==> src/rtl/hbp_pkg.sv <==
package hbp_pkg;

  localparam logic [1:0] HBP_STYLE_STROBES = 2'h0;
  localparam logic [1:0] HBP_STYLE_DSTROBE = 2'h1;
  localparam logic [1:0] HBP_STYLE_EEPROM  = 2'h2;

  localparam int         HBP_ADDR_W = 10;
  localparam int         HBP_DATA_W = 8;
  localparam int         HBP_MOSI_BIT = 0;
  localparam int         HBP_MISO_BIT = 1;
  localparam int         HBP_SCK_BIT  = 2;

  localparam int         HBP_CLK_PERIOD_NS = 25;
  localparam int         HBP_SCK_HALF_NS   = 100;
  localparam int         HBP_SCK_HALF_CYC  = (HBP_SCK_HALF_NS + HBP_CLK_PERIOD_NS - 1) / HBP_CLK_PERIOD_NS;
  localparam logic [3:0] HBP_SCK_HALF_LAST = 4'(HBP_SCK_HALF_CYC - 1);

  localparam logic [7:0]  HBP_EE_CMD_READ  = 8'h03;
  localparam logic [15:0] HBP_EE_START     = 16'h0000;
  localparam int          HBP_EE_HDR_BITS  = 24;
  localparam int          HBP_EE_BYTES     = 16;
  localparam logic [7:0]  HBP_EE_HDR_LAST  = 8'(HBP_EE_HDR_BITS);
  localparam logic [7:0]  HBP_EE_BIT_LAST  = 8'(HBP_EE_HDR_BITS + 8 * HBP_EE_BYTES - 1);

  localparam logic [7:0] HBP_DATA_RST = 8'h00;
  localparam logic [9:0] HBP_ADDR_RST = 10'h000;

  typedef enum logic [1:0] {
    HBP_EE_IDLE,
    HBP_EE_RUN,
    HBP_EE_DONE
  } hbp_ee_state_type;

endpackage

==> src/rtl/hbp_reg_if.sv <==
`timescale 1ns/1ps
`default_nettype none
interface hbp_reg_if;
  logic [9:0] addr;
  logic [7:0] wdata;
  logic       wr;
  modport source (output addr, output wdata, output wr);
  modport sink   (input addr, input wdata, input wr);
endinterface
`default_nettype wire

==> src/rtl/hbp_eeprom_master.sv <==
`timescale 1ns/1ps
`default_nettype none
module hbp_eeprom_master
  import hbp_pkg::*;
(
  input  wire logic        core_clk_in,
  input  wire logic        reset_n_in,
  input  wire logic        enable_in,
  input  wire logic        serial_clock_phase_in,
  input  wire logic        miso_in,
  output logic             mosi_out,
  output logic             eeprom_serial_clock_out,
  output logic             eeprom_select_n_out,
  output logic             done_out,
  hbp_reg_if.source        boot
);
  import hbp_pkg::*;

  hbp_ee_state_type state;
  logic [3:0]       div;
  logic [7:0]       bit_cnt;
  logic [23:0]      tx;
  logic [7:0]       rx;
  logic             tick;
  logic             rise;
  logic             fall;
  logic             upd;
  logic             smp;
  logic [7:0]       next_byte;

  assign tick      = (state == HBP_EE_RUN) && (div == HBP_SCK_HALF_LAST);
  assign rise      = tick && !eeprom_serial_clock_out;
  assign fall      = tick && eeprom_serial_clock_out;
  assign upd       = serial_clock_phase_in ? rise : fall;
  assign smp       = serial_clock_phase_in ? fall : rise;
  assign next_byte = {rx[6:0], miso_in};
  assign done_out  = (state == HBP_EE_DONE);

  always_ff @(posedge core_clk_in or negedge reset_n_in)
  begin
    if (!reset_n_in)
    begin
      state               <= HBP_EE_IDLE;
      eeprom_select_n_out <= 1'b1;
    end
    else
    begin
      case (state)
        HBP_EE_IDLE:
        begin
          if (enable_in)
          begin
            state               <= HBP_EE_RUN;
            eeprom_select_n_out <= 1'b0;
          end
        end
        HBP_EE_RUN:
        begin
          if (!enable_in || (smp && bit_cnt == HBP_EE_BIT_LAST))
          begin
            state               <= HBP_EE_DONE;
            eeprom_select_n_out <= 1'b1;
          end
        end
        HBP_EE_DONE:
        begin
          if (!enable_in)
            state <= HBP_EE_IDLE;
        end
        default:
        begin
          state               <= HBP_EE_IDLE;
          eeprom_select_n_out <= 1'b1;
        end
      endcase
    end
  end

  // clock idles low between transfers; a last sample on a rising edge is not shown, so no edge trails the frame
  always_ff @(posedge core_clk_in or negedge reset_n_in)
  begin
    if (!reset_n_in)
    begin
      div                     <= 4'h0;
      eeprom_serial_clock_out <= 1'b0;
    end
    else if (state != HBP_EE_RUN)
    begin
      div                     <= 4'h0;
      eeprom_serial_clock_out <= 1'b0;
    end
    else if (tick && !(rise && smp && bit_cnt == HBP_EE_BIT_LAST))
    begin
      div                     <= 4'h0;
      eeprom_serial_clock_out <= !eeprom_serial_clock_out;
    end
    else
      div <= div + 4'h1;
  end

  // low phase must present the first bit before the first rising edge
  always_ff @(posedge core_clk_in or negedge reset_n_in)
  begin
    if (!reset_n_in)
    begin
      tx       <= 24'h00_0000;
      mosi_out <= 1'b0;
    end
    else if (state == HBP_EE_IDLE && enable_in)
    begin
      if (serial_clock_phase_in)
      begin
        tx       <= {HBP_EE_CMD_READ, HBP_EE_START};
        mosi_out <= 1'b0;
      end
      else
      begin
        tx       <= {HBP_EE_CMD_READ[6:0], HBP_EE_START, 1'b0};
        mosi_out <= HBP_EE_CMD_READ[7];
      end
    end
    else if (upd)
    begin
      mosi_out <= tx[23];
      tx       <= {tx[22:0], 1'b0};
    end
  end

  always_ff @(posedge core_clk_in or negedge reset_n_in)
  begin
    if (!reset_n_in)
    begin
      bit_cnt    <= 8'h00;
      rx         <= 8'h00;
      boot.wr    <= 1'b0;
      boot.addr  <= HBP_ADDR_RST;
      boot.wdata <= HBP_DATA_RST;
    end
    else
    begin
      boot.wr <= 1'b0;
      if (state == HBP_EE_IDLE)
      begin
        bit_cnt   <= 8'h00;
        boot.addr <= HBP_ADDR_RST;
      end
      else if (smp)
      begin
        rx      <= next_byte;
        bit_cnt <= bit_cnt + 8'h01;
        // msb first; a byte is complete on its eighth sample
        if (bit_cnt >= HBP_EE_HDR_LAST && bit_cnt[2:0] == 3'h7)
        begin
          boot.wr    <= 1'b1;
          boot.wdata <= next_byte;
        end
      end
      if (boot.wr)
        boot.addr <= boot.addr + 10'h001;
    end
  end

endmodule
`default_nettype wire

==> src/rtl/hbp_host_port.sv <==
`timescale 1ns/1ps
`default_nettype none
// Behaviour
// - data lines released while reset is low, or while select is high outside eeprom style.
// - eeprom select driven low during each master transfer.
// - eeprom data sampled falling when phase high, rising when low.
// - eeprom data changed rising when phase high, falling when low.
// - select must be low to access; strobes ignored while it is high.
// - separate strobes: register contents driven while read and select both low.
// - separate strobes: data written on write strobe rising edge, select held low.
// - interrupt output driven low on any unmasked pending event.
// - interrupt stays asserted until all unmasked pending events are serviced.
// - inactive interrupt drive selected by a global control bit.
// - reset low returns all registers and logic to reset state.
// - strap low: style 00 strobes, 01 data strobe, 10 eeprom, 11 reserved.
module hbp_host_port
  import hbp_pkg::*;
(
  input  wire logic                     core_clk_in,
  input  wire logic                     reset_n_in,
  input  wire logic                     hardware_strap_mode_in,
  input  wire logic [1:0]               host_style_select_in,
  input  wire logic                     serial_clock_phase_in,
  input  wire logic                     select_n_in,
  input  wire logic                     read_or_data_strobe_n_in,
  input  wire logic                     write_n_or_direction_in,
  input  wire logic [hbp_pkg::HBP_ADDR_W-1:0] addr_in,
  input  wire logic [hbp_pkg::HBP_DATA_W-1:0] host_data_lines_in,
  output logic      [hbp_pkg::HBP_DATA_W-1:0] host_data_lines_out,
  output logic      [hbp_pkg::HBP_DATA_W-1:0] host_data_lines_oe_n_out,
  output logic                          eeprom_select_n_out,
  output logic                          boot_done_out,
  output logic      [hbp_pkg::HBP_ADDR_W-1:0] reg_addr_out,
  output logic      [hbp_pkg::HBP_DATA_W-1:0] reg_wdata_out,
  output logic                          reg_wr_out,
  output logic                          reg_rd_out,
  input  wire logic [hbp_pkg::HBP_DATA_W-1:0] reg_rdata_in,
  input  wire logic [hbp_pkg::HBP_DATA_W-1:0] int_pending_in,
  input  wire logic [hbp_pkg::HBP_DATA_W-1:0] int_mask_in,
  input  wire logic                     global_control_one_int_drive_in,
  output logic                          int_n_out,
  output logic                          int_oe_n_out
);
  import hbp_pkg::*;

  hbp_reg_if boot ();

  logic       style_strobes;
  logic       style_dstrobe;
  logic       style_eeprom;
  logic       host_read;
  logic       strobe_prev;
  logic       dir_prev;
  logic       sel_prev;
  logic [7:0] data_prev;
  logic [9:0] addr_prev;
  logic       host_write;
  logic       mosi;
  logic       sck;
  logic       ee_select_n;
  logic [7:0] next_data;
  logic [7:0] next_oe_n;

  // read decode shared by the pin drivers and the register read strobe
  function automatic logic read_active(input logic strobes, input logic dstrobe, input logic sel_n,
                                       input logic rd_n, input logic dir);
    read_active = !sel_n && !rd_n && ((strobes) || (dstrobe && dir));
  endfunction

  // one style decode for every path; reserved code 11 and the strap leave all styles off
  function automatic logic style_on(input logic       strap,
                                    input logic [1:0] style,
                                    input logic [1:0] code);
    style_on = !strap && (style == code);
  endfunction

  assign style_strobes = style_on(hardware_strap_mode_in, host_style_select_in, HBP_STYLE_STROBES);
  assign style_dstrobe = style_on(hardware_strap_mode_in, host_style_select_in, HBP_STYLE_DSTROBE);
  assign style_eeprom  = style_on(hardware_strap_mode_in, host_style_select_in, HBP_STYLE_EEPROM);

  assign host_read = read_active(style_strobes, style_dstrobe, select_n_in,
                                 read_or_data_strobe_n_in, write_n_or_direction_in);

  // write lands on the strobe's rising edge using the last sampled data and address;
  // select must still have been low in the cycle before the edge
  assign host_write = !sel_prev &&
                      ((style_strobes && !strobe_prev && write_n_or_direction_in) ||
                       (style_dstrobe && !strobe_prev && read_or_data_strobe_n_in && !dir_prev));

  always_ff @(posedge core_clk_in or negedge reset_n_in)
  begin
    if (!reset_n_in)
    begin
      strobe_prev <= 1'b1;
      dir_prev    <= 1'b1;
      sel_prev    <= 1'b1;
      data_prev   <= HBP_DATA_RST;
      addr_prev   <= HBP_ADDR_RST;
    end
    else
    begin
      strobe_prev <= style_strobes ? write_n_or_direction_in : read_or_data_strobe_n_in;
      dir_prev    <= write_n_or_direction_in;
      sel_prev    <= select_n_in;
      data_prev   <= host_data_lines_in;
      addr_prev   <= addr_in;
    end
  end

  always_ff @(posedge core_clk_in or negedge reset_n_in)
  begin
    if (!reset_n_in)
    begin
      reg_addr_out  <= HBP_ADDR_RST;
      reg_wdata_out <= HBP_DATA_RST;
      reg_wr_out    <= 1'b0;
      reg_rd_out    <= 1'b0;
    end
    else if (style_eeprom)
    begin
      reg_wr_out    <= boot.wr;
      reg_rd_out    <= 1'b0;
      reg_addr_out  <= boot.addr;
      reg_wdata_out <= boot.wdata;
    end
    else
    begin
      reg_wr_out    <= host_write;
      reg_rd_out    <= host_read;
      reg_addr_out  <= host_write ? addr_prev : addr_in;
      reg_wdata_out <= host_write ? data_prev : reg_wdata_out;
    end
  end

  hbp_eeprom_master u_eeprom (
    .core_clk_in             (core_clk_in),
    .reset_n_in              (reset_n_in),
    .enable_in               (style_eeprom),
    .serial_clock_phase_in   (serial_clock_phase_in),
    .miso_in                 (host_data_lines_in[HBP_MISO_BIT]),
    .mosi_out                (mosi),
    .eeprom_serial_clock_out (sck),
    .eeprom_select_n_out     (ee_select_n),
    .done_out                (boot_done_out),
    .boot                    (boot)
  );

  // every pin decodes its own role; in eeprom style only the mosi and clock pins are driven, the miso pin stays released
  generate
    for (genvar pin = 0; pin < HBP_DATA_W; pin++)
    begin : g_pin
      if (pin == HBP_MOSI_BIT)
      begin : g_mosi
        assign next_data[pin] = style_eeprom ? mosi : reg_rdata_in[pin];
        assign next_oe_n[pin] = style_eeprom ? 1'b0 : !host_read;
      end
      else if (pin == HBP_SCK_BIT)
      begin : g_sck
        assign next_data[pin] = style_eeprom ? sck : reg_rdata_in[pin];
        assign next_oe_n[pin] = style_eeprom ? 1'b0 : !host_read;
      end
      else
      begin : g_plain
        assign next_data[pin] = style_eeprom ? HBP_DATA_RST[pin] : reg_rdata_in[pin];
        assign next_oe_n[pin] = style_eeprom || !host_read;
      end
    end
  endgenerate

  // data is registered; the enable is cut at once so reset, or select outside eeprom style, releases the bus immediately
  always_ff @(posedge core_clk_in or negedge reset_n_in)
  begin
    if (!reset_n_in)
      host_data_lines_out <= HBP_DATA_RST;
    else
      host_data_lines_out <= next_data;
  end

  always_comb
  begin
    if (!reset_n_in || (select_n_in && !style_eeprom))
      host_data_lines_oe_n_out = {HBP_DATA_W{1'b1}};
    else
      host_data_lines_oe_n_out = next_oe_n;
  end

  // the serial pins leave through the pin register, so the select follows a cycle later to stay aligned
  always_ff @(posedge core_clk_in or negedge reset_n_in)
  begin
    if (!reset_n_in)
      eeprom_select_n_out <= 1'b1;
    else
      eeprom_select_n_out <= ee_select_n;
  end

  // pending bits are held by the register file until serviced, so the level follows them
  always_ff @(posedge core_clk_in or negedge reset_n_in)
  begin
    if (!reset_n_in)
    begin
      int_n_out    <= 1'b1;
      int_oe_n_out <= 1'b1;
    end
    else if (|(int_pending_in & int_mask_in))
    begin
      int_n_out    <= 1'b0;
      int_oe_n_out <= 1'b0;
    end
    else
    begin
      int_n_out    <= 1'b1;
      int_oe_n_out <= !global_control_one_int_drive_in;
    end
  end

endmodule
`default_nettype wire

==> config.mk <==
export PLATFORM = sky130hd
export DESIGN_NAME = hbp_host_port
export DESIGN_NICKNAME = d
export VERILOG_FILES = /design/src/rtl/hbp_pkg.sv /design/src/rtl/hbp_reg_if.sv /design/src/rtl/hbp_eeprom_master.sv /design/src/rtl/hbp_host_port.sv
export SDC_FILE = /design/constraint.sdc
export NUM_CORES = 1
export LEC_CHECK = 0
export BUFFER_PORTS_ARGS = -buffer_cell sky130_fd_sc_hd__buf_2
export CAP_MARGIN = 20
export CELL_PAD_IN_SITES_DETAIL_PLACEMENT = 2
export CELL_PAD_IN_SITES_GLOBAL_PLACEMENT = 2
export CORE_MARGIN = 1
export CORE_UTILIZATION = 35
export DETAILED_ROUTE_END_ITERATION = 12
export PLACE_DENSITY_LB_ADDON = 0.1
export REMOVE_ABC_BUFFERS = 1
export SETUP_SLACK_MARGIN = 0.4
export SKIP_LAST_GASP = 1
export SYNTH_ARGS = -nofsm -noshare
export SYNTH_HDL_FRONTEND = slang
export SYNTH_SLANG_ARGS = --single-unit
export TNS_END_PERCENT = 5
==> constraint.sdc <==
create_clock -name core_clk_in -period 2.1 [get_ports core_clk_in]
set_input_delay 0.315 -clock core_clk_in [delete_from_list [all_inputs] [get_ports core_clk_in]]
set_output_delay 0.315 -clock core_clk_in [all_outputs]
set_load 0.1 [all_outputs]
-- Word level (Yosys, flattened, before mapping)
Cells that the tools add are included.
- register bits: 119
- latch bits: 0
- memory bits (writable): 0
- memory bits (read-only): 0
- bits of input ports: 52
- word-level logic and storage cells: 137
- memories kept: 0
- $add $sub $neg: 3
- multiply operators: 0
- div/mod/pow operators: 0
- magnitude comparators: 1
- eq/ne operators: 11
- shift-type cells: 0
- multiplexer cells: 44
- bitwise gates (word level): 3
- reduce and logical (&&, ||, !) cells: 51
- operator list (operator ; number):
    two-way mux 24 bit ; 2
    two-way mux 10 bit ; 4
    two-way mux 8 bit ; 5
    two-way mux 1 bit ; 25
    logical AND 1 bit ; 22
    two-way mux 19 bit ; 1
    zero test 1 bit ; 12
    adder 10 x 1 -> 10 bit (second input constant) ; 1
    nonzero test 2 bit ; 5
    AND reduction 3 bit ; 3
    adder 8 x 1 -> 8 bit (second input constant) ; 1
    bitwise AND 8 bit ; 1
    equality test 8 bit (second input constant) ; 1
    >= comparator 8 x 5 -> 1 bit (second input constant) ; 1
    two-way mux 4 bit ; 2
    OR reduction 8 bit ; 1
    two-way mux 2 bit ; 3
    != test 2 bit (second input constant) ; 3
    one-hot mux 2 bit (3 select lines) ; 1
    logical OR 1 bit ; 5
    adder 4 x 1 -> 4 bit (second input constant) ; 1
    equality test 2 x 1 -> 1 bit (second input constant) ; 2
    equality test 2 bit (second input constant) ; 2
    equality test 4 x 2 -> 1 bit (second input constant) ; 1
    other kinds (6) ; 8

-- Logic depth before layout (Yosys ltp)
- depth in word-level cells: 10
- gate-level depth with buffers: 7

-- Cells and area by module
A second synthesis with hierarchy kept.
- cell total of the unflattened synthesis: 397
- area, all modules: 4444.3 µm²
- modules (own cells, without submodules) (module ; times used ; cells an instance ; area an instance (µm²) ; sequential area each (µm²)):
    hbp_eeprom_master ; 1 ; 224 ; 2384.8 ; 1277.5
    hbp_host_port ; 1 ; 173 ; 2059.5 ; 1308.8

-- Least setup slack after synthesis
Ideal clock, no wire load.
- kind: input to output
- from: input port host_style_select_in[1]
- to: output port host_data_lines_oe_n_out[2] (netlist name)
- arrival time: 3.475 ns
- data required time: 1.785 ns
- path slack: -1.690 ns
- stages: 4
- path buffers: 2
- path through: nor3b_2 clkbuf_1 o21ai_0 buf_4
- longest elaborated chain between the ends: 8
- ends and longest elaborated chain (item ; line ; text):
    start, declared ; hbp_host_port.sv:22 ; input wire logic [1:0] host_style_select_in,
    equality test 2 x 1 -> 1 bit ; hbp_host_port.sv:74 ; style_on = !strap && (style == code);
    logical AND 1 bit ; hbp_host_port.sv:74 ;
    logical AND 1 bit ; hbp_host_port.sv:67 ; read_active = !sel_n && !rd_n && ((strobes) || (dstrobe && dir));
    logical OR 1 bit ; hbp_host_port.sv:67 ;
    logical AND 1 bit ; hbp_host_port.sv:67 ;
    zero test 1 bit ; hbp_host_port.sv:160 ; assign next_oe_n[pin] = style_eeprom ? 1'b0 : !host_read;
    two-way mux 1 bit ; hbp_host_port.sv:160 ;
    two-way mux 8 bit (*) ; hbp_host_port.sv:181 ; if (!reset_n_in || (select_n_in && !style_eeprom))
    end, declared ; hbp_host_port.sv:30 ; output logic [hbp_pkg::HBP_DATA_W-1:0] host_data_lines_oe_n_out,
Mark *: on every way between the ends. The rest lies on a longest branch, timed or not.

-- Final worst setup path
- from: register u_eeprom.div[0]
- to: register u_eeprom.bit_cnt[5]
- longest elaborated chain between the ends: 5
- ends and longest elaborated chain (item ; line ; text):
    start, declared ; hbp_eeprom_master.sv:20 ; logic [3:0] div;
    start signal, assigned ; hbp_eeprom_master.sv:98 ; div <= div + 4'h1;
    equality test 4 x 2 -> 1 bit (*) ; hbp_eeprom_master.sv:31 ; assign tick = (state == HBP_EE_RUN) && (div == HBP_SCK_HALF_LAST);
    logical AND 1 bit (*) ; hbp_eeprom_master.sv:31 ;
    logical AND 1 bit, on equally long branches ; hbp_eeprom_master.sv:32, hbp_eeprom_master.sv:33 ;
    two-way mux 1 bit (*) ; hbp_eeprom_master.sv:35 ; assign smp = serial_clock_phase_in ? fall : rise;
    nonzero test 2 bit (no source line) (*) ; n/a ;
    end signal, assigned ; hbp_eeprom_master.sv:150 ; bit_cnt <= bit_cnt + 8'h01;
    end, declared ; hbp_eeprom_master.sv:21 ; logic [7:0] bit_cnt;
Marks and branches as above.
A chain may end at the register's enable or synchronous reset.

==> flow_metrics.env <==
export IMPL_critPathCaptureType="register"
export IMPL_multi_input_area_mm2=0.00158
export IMPL_synth_area_mm2=0.00422
export IMPL_area_growth_synth_to_final_pct=28.1
export IMPL_tightestPinTransition_ns=0.819
export IMPL_vias_per_cell=5.19
export IMPL_numCtsBuffers=9
export IMPL_drc=11
export IMPL_first_global_vias=3476
export IMPL_grt_util_all_layers_pct=19.0
export IMPL_layout_cells_most_common_list="dfrtp_1, buf_2, nand2_1"
export IMPL_yosys_most_used_dff="dfrtp_1"
export IMPL_clkTransAtPathRegs_ns=0.07
export IMPL_synthCells=351
export IMPL_powerDensity_mw_per_mm2=806
export IMPL_core_area_mm2=0.0116
export IMPL_slowest_stage="dfrtp_1"
export IMPL_hold_path_class="input pin to register"
export IMPL_via_count=3119
export IMPL_share_comb_of_total_power_pct=14.6
export IMPL_routed_wl_um=10900
export IMPL_skew_ns=0.0104
export IMPL_cts_tree="yes"
export IMPL_drive_gt1_share_pct=34.5
export IMPL_dr_pass1_iters=10
export IMPL_hold_depth=1
export IMPL_final_common_cell="dfrtp_1"
export IMPL_hpwlAfterDp_um=6980
export IMPL_synth_edf_count=0
export IMPL_finalSetupTns_ns=0
export IMPL_final_hold_viol_count=0
export IMPL_antenna_left=0
export IMPL_max_freq_mhz=580
export IMPL_fin_crit_ns=1.72
export IMPL_cp_required_ns=2.34
export IMPL_final_seq_area_mm2=0.00259
export IMPL_crit_fanout=9
export IMPL_antenna_found_initial=0
export IMPL_crit_chain="ha_2 -> nor3b_4 -> and3_4 -> buf_6 -> nor2_1 -> a211o_1"
export IMPL_diodes=0
export IMPL_violations="design-rule violations"
export IMPL_root_buffer="clkbuf_16"
export IMPL_netSwitchingFraction_pct=29.9
export IMPL_max_slew_margin_pct=45.4
export IMPL_crit_path_max_incr_delay_ns=0.38
export IMPL_num_rows=39
export IMPL_initial_core_util_pct=36.4
export IMPL_final_area_mm2=0.00540
export IMPL_gp_congestion=0.704
export IMPL_grt_pass1_wl_um=18200
export IMPL_drv_slew=0
export IMPL_status="finished with violations"
export IMPL_place_area_mm2=0.00483
export IMPL_synth_seq_area_share_pct=61.4
export IMPL_vdd_ir_drop_max_v=0.000363
export IMPL_die_w_um=112
export IMPL_power_switching_w=0.00130
export IMPL_synth_avg_cell_area_um2=12.0
export IMPL_drt_iter0_drc=95
export IMPL_crit_type="register to register"
export IMPL_rr_worst_depth=6
export IMPL_finalSetupViolCount=0
export IMPL_drv_cap=0
export IMPL_drt_wirelength_per_cell_um=18.1
export IMPL_startpoint_type="register"
export IMPL_pin_count=92
export IMPL_postSynth_asyncResetShare_pct=100
export IMPL_crit_arrival_ns=1.97
export IMPL_cts_sinks=103
export IMPL_pwr_share_seq_pct=48.3
export IMPL_ys_ff_latch=103
export IMPL_synth_cell_type_count=48
export IMPL_rsz0062_at_grt="true"
export IMPL_grt_max_degree=63
export IMPL_portBuffers=91
export IMPL_grt_overflow_total=0
export IMPL_die_area_mm2=0.0125
export IMPL_post_route_period_util_pct=82.1
export IMPL_power_leakage_nw=2.79
export IMPL_htreeDepth=3
export IMPL_clockPowerShare_pct=37.1
export IMPL_clkLatencyLatePin_ns=0.35
export IMPL_die_h_um=112
export IMPL_cts_buffer_depth=2
export IMPL_intPower_w=0.00305
export IMPL_nNetsFinal=510
export IMPL_fillers=1161
export IMPL_hold_buffers=0
export IMPL_yosys_warnings=0
-- power by group through the flow --
stage	clock [W]	combinational [W]	sequential, W
after floorplan	0	0.000118	0.00244
after global placement	0	0.000605	0.00214
after detailed placement	0	0.000615	0.00214
after CTS	0.00168	0.000644	0.00210
after global routing	0.00173	0.000672	0.00211
final	0.00161	0.000638	0.00210
-- through the flow --
step | instances | util (%) | worst slack [ns] | total power, W | hold slack, ns
5_1_grt | 601 | 46.7 | 0.304 | 0.00451 | 0.0466
3_5_place_dp | 576 | 41.8 | 0.151 | 0.00276 | 0.386
2_1_floorplan | 332 | - | -3.00 | 0.00256 | 0.0194
3_3_place_gp | 576 | 41.8 | 0.148 | 0.00274 | 0.385
4_1_cts | 600 | 46.6 | 0.376 | 0.00443 | 0.0461
6_report | 601 | 46.7 | 0.376 | 0.00435 | 0.0623
-- path summary, 6_finish.rpt --
path | slack (ns) | startpoint | end
max reg2reg | 0.38 | u_eeprom.div[0]$_DFF_PN0_ | u_eeprom.bit_cnt[5]$_DFFE_PN0P_
max in group asynchronous | 1.33 | reset_n_in | u_eeprom.boot.wdata[0]$_DFFE_PN0P_
min reg2reg | 0.39 | u_eeprom.eeprom_select_n_out$_DFFE_PN1P_ | eeprom_select_n_out$_DFF_PN1_
min in group asynchronous | 0.11 | reset_n_in | u_eeprom.boot.addr[9]$_DFFE_PN0P_
max | 0.38 | u_eeprom.div[0]$_DFF_PN0_ | u_eeprom.bit_cnt[5]$_DFFE_PN0P_
min | 0.06 | host_data_lines_in[2] | data_prev[2]$_DFF_PN0_
-- synth_stat cells, drive strengths merged, types with 2 or more instances --
master   instances  area [um^2]
nand2b           3         18.8
nand3            8         45.0
o211ai           3         22.5
a211o            2         17.5
buf             13         91.3
dfrtp           96         2400
o31ai            5         37.5
nor3             6         30.0
and2             8         50.1
nor2b            5         31.3
nand3b           2         18.8
a21o            19          143
a22oi            4         30.0
a22o            19          166
nand2           47          176
a21oi            8         40.0
or4              3         22.5
a2111oi          2         36.3
o21ai           10         50.1
ha               5         62.6
mux2             8         90.1
nor2            15         71.3
nor3b            2         25.0
xnor2            2         17.5
dfstp            7          184
or3              3         18.8
inv              8         30.0
clkbuf           6         22.5
mux2i           12          120
nand4            4         25.0
or2              2         12.5
or3b             3         26.3
and3             6         37.5
-- kinds of logic after synthesis --
family	share of synthesized area, %
AOI/OAI and AO/OA	13.1
xor gates and xnor gates	0.623
adders and majority gates	1.48
buffers and inverters	3.41
DFF	61.4
muxes	4.99
and+or+nand+nor	15.0
-- worst max-delay path: cells and delay by family (launching register included) --
family                     cells  cell delay [ns]
and+or+nand+nor                3             0.56
adders and majority gates      1             0.20
DFF                            1             0.38
AOI/OAI and AO/OA              1             0.32
buffers and inverters          1             0.15
-- layer usage --
metal / GRT usage (%) / wire length (um)
met1: 23.0 / 4610
met2: 33.4 / 5700
met5: 0 / 0
met3: 4.25 / 402
met4: 6.49 / 157
-- sequential cells by signal (all words and copies together) (netlist names), 2 cells and up --
register / count
u_eeprom.tx: 8
reg_addr_out: 10
u_eeprom.bit_cnt: 8
host_data_lines_out: 8
data_prev: 8
reg_wdata_out: 8
addr_prev: 10
u_eeprom.rx: 7
u_eeprom.boot.addr: 10
u_eeprom.boot.wdata: 8
u_eeprom.div: 4
u_eeprom.state: 2
-- final cells by class --
cell class	instances	area share (%)
clock buffer	11	4.49
sequential	103	47.9
multi-input combinational	222	29.2
timing repair buffer	109	13.8
inverter	8	0.556
clock inverter	5	0.788
tap	143	3.31
-- repair_timing --
item                                    in CTS  in global routing
pin swaps                                    5                  1
gates resized for setup                     46                  2
gates cloned                                 2                  0
buffers inserted                             6                  1
endpoints found under the setup margin      43                 47
No activity file was read; power rests on OpenSTA's default activity.
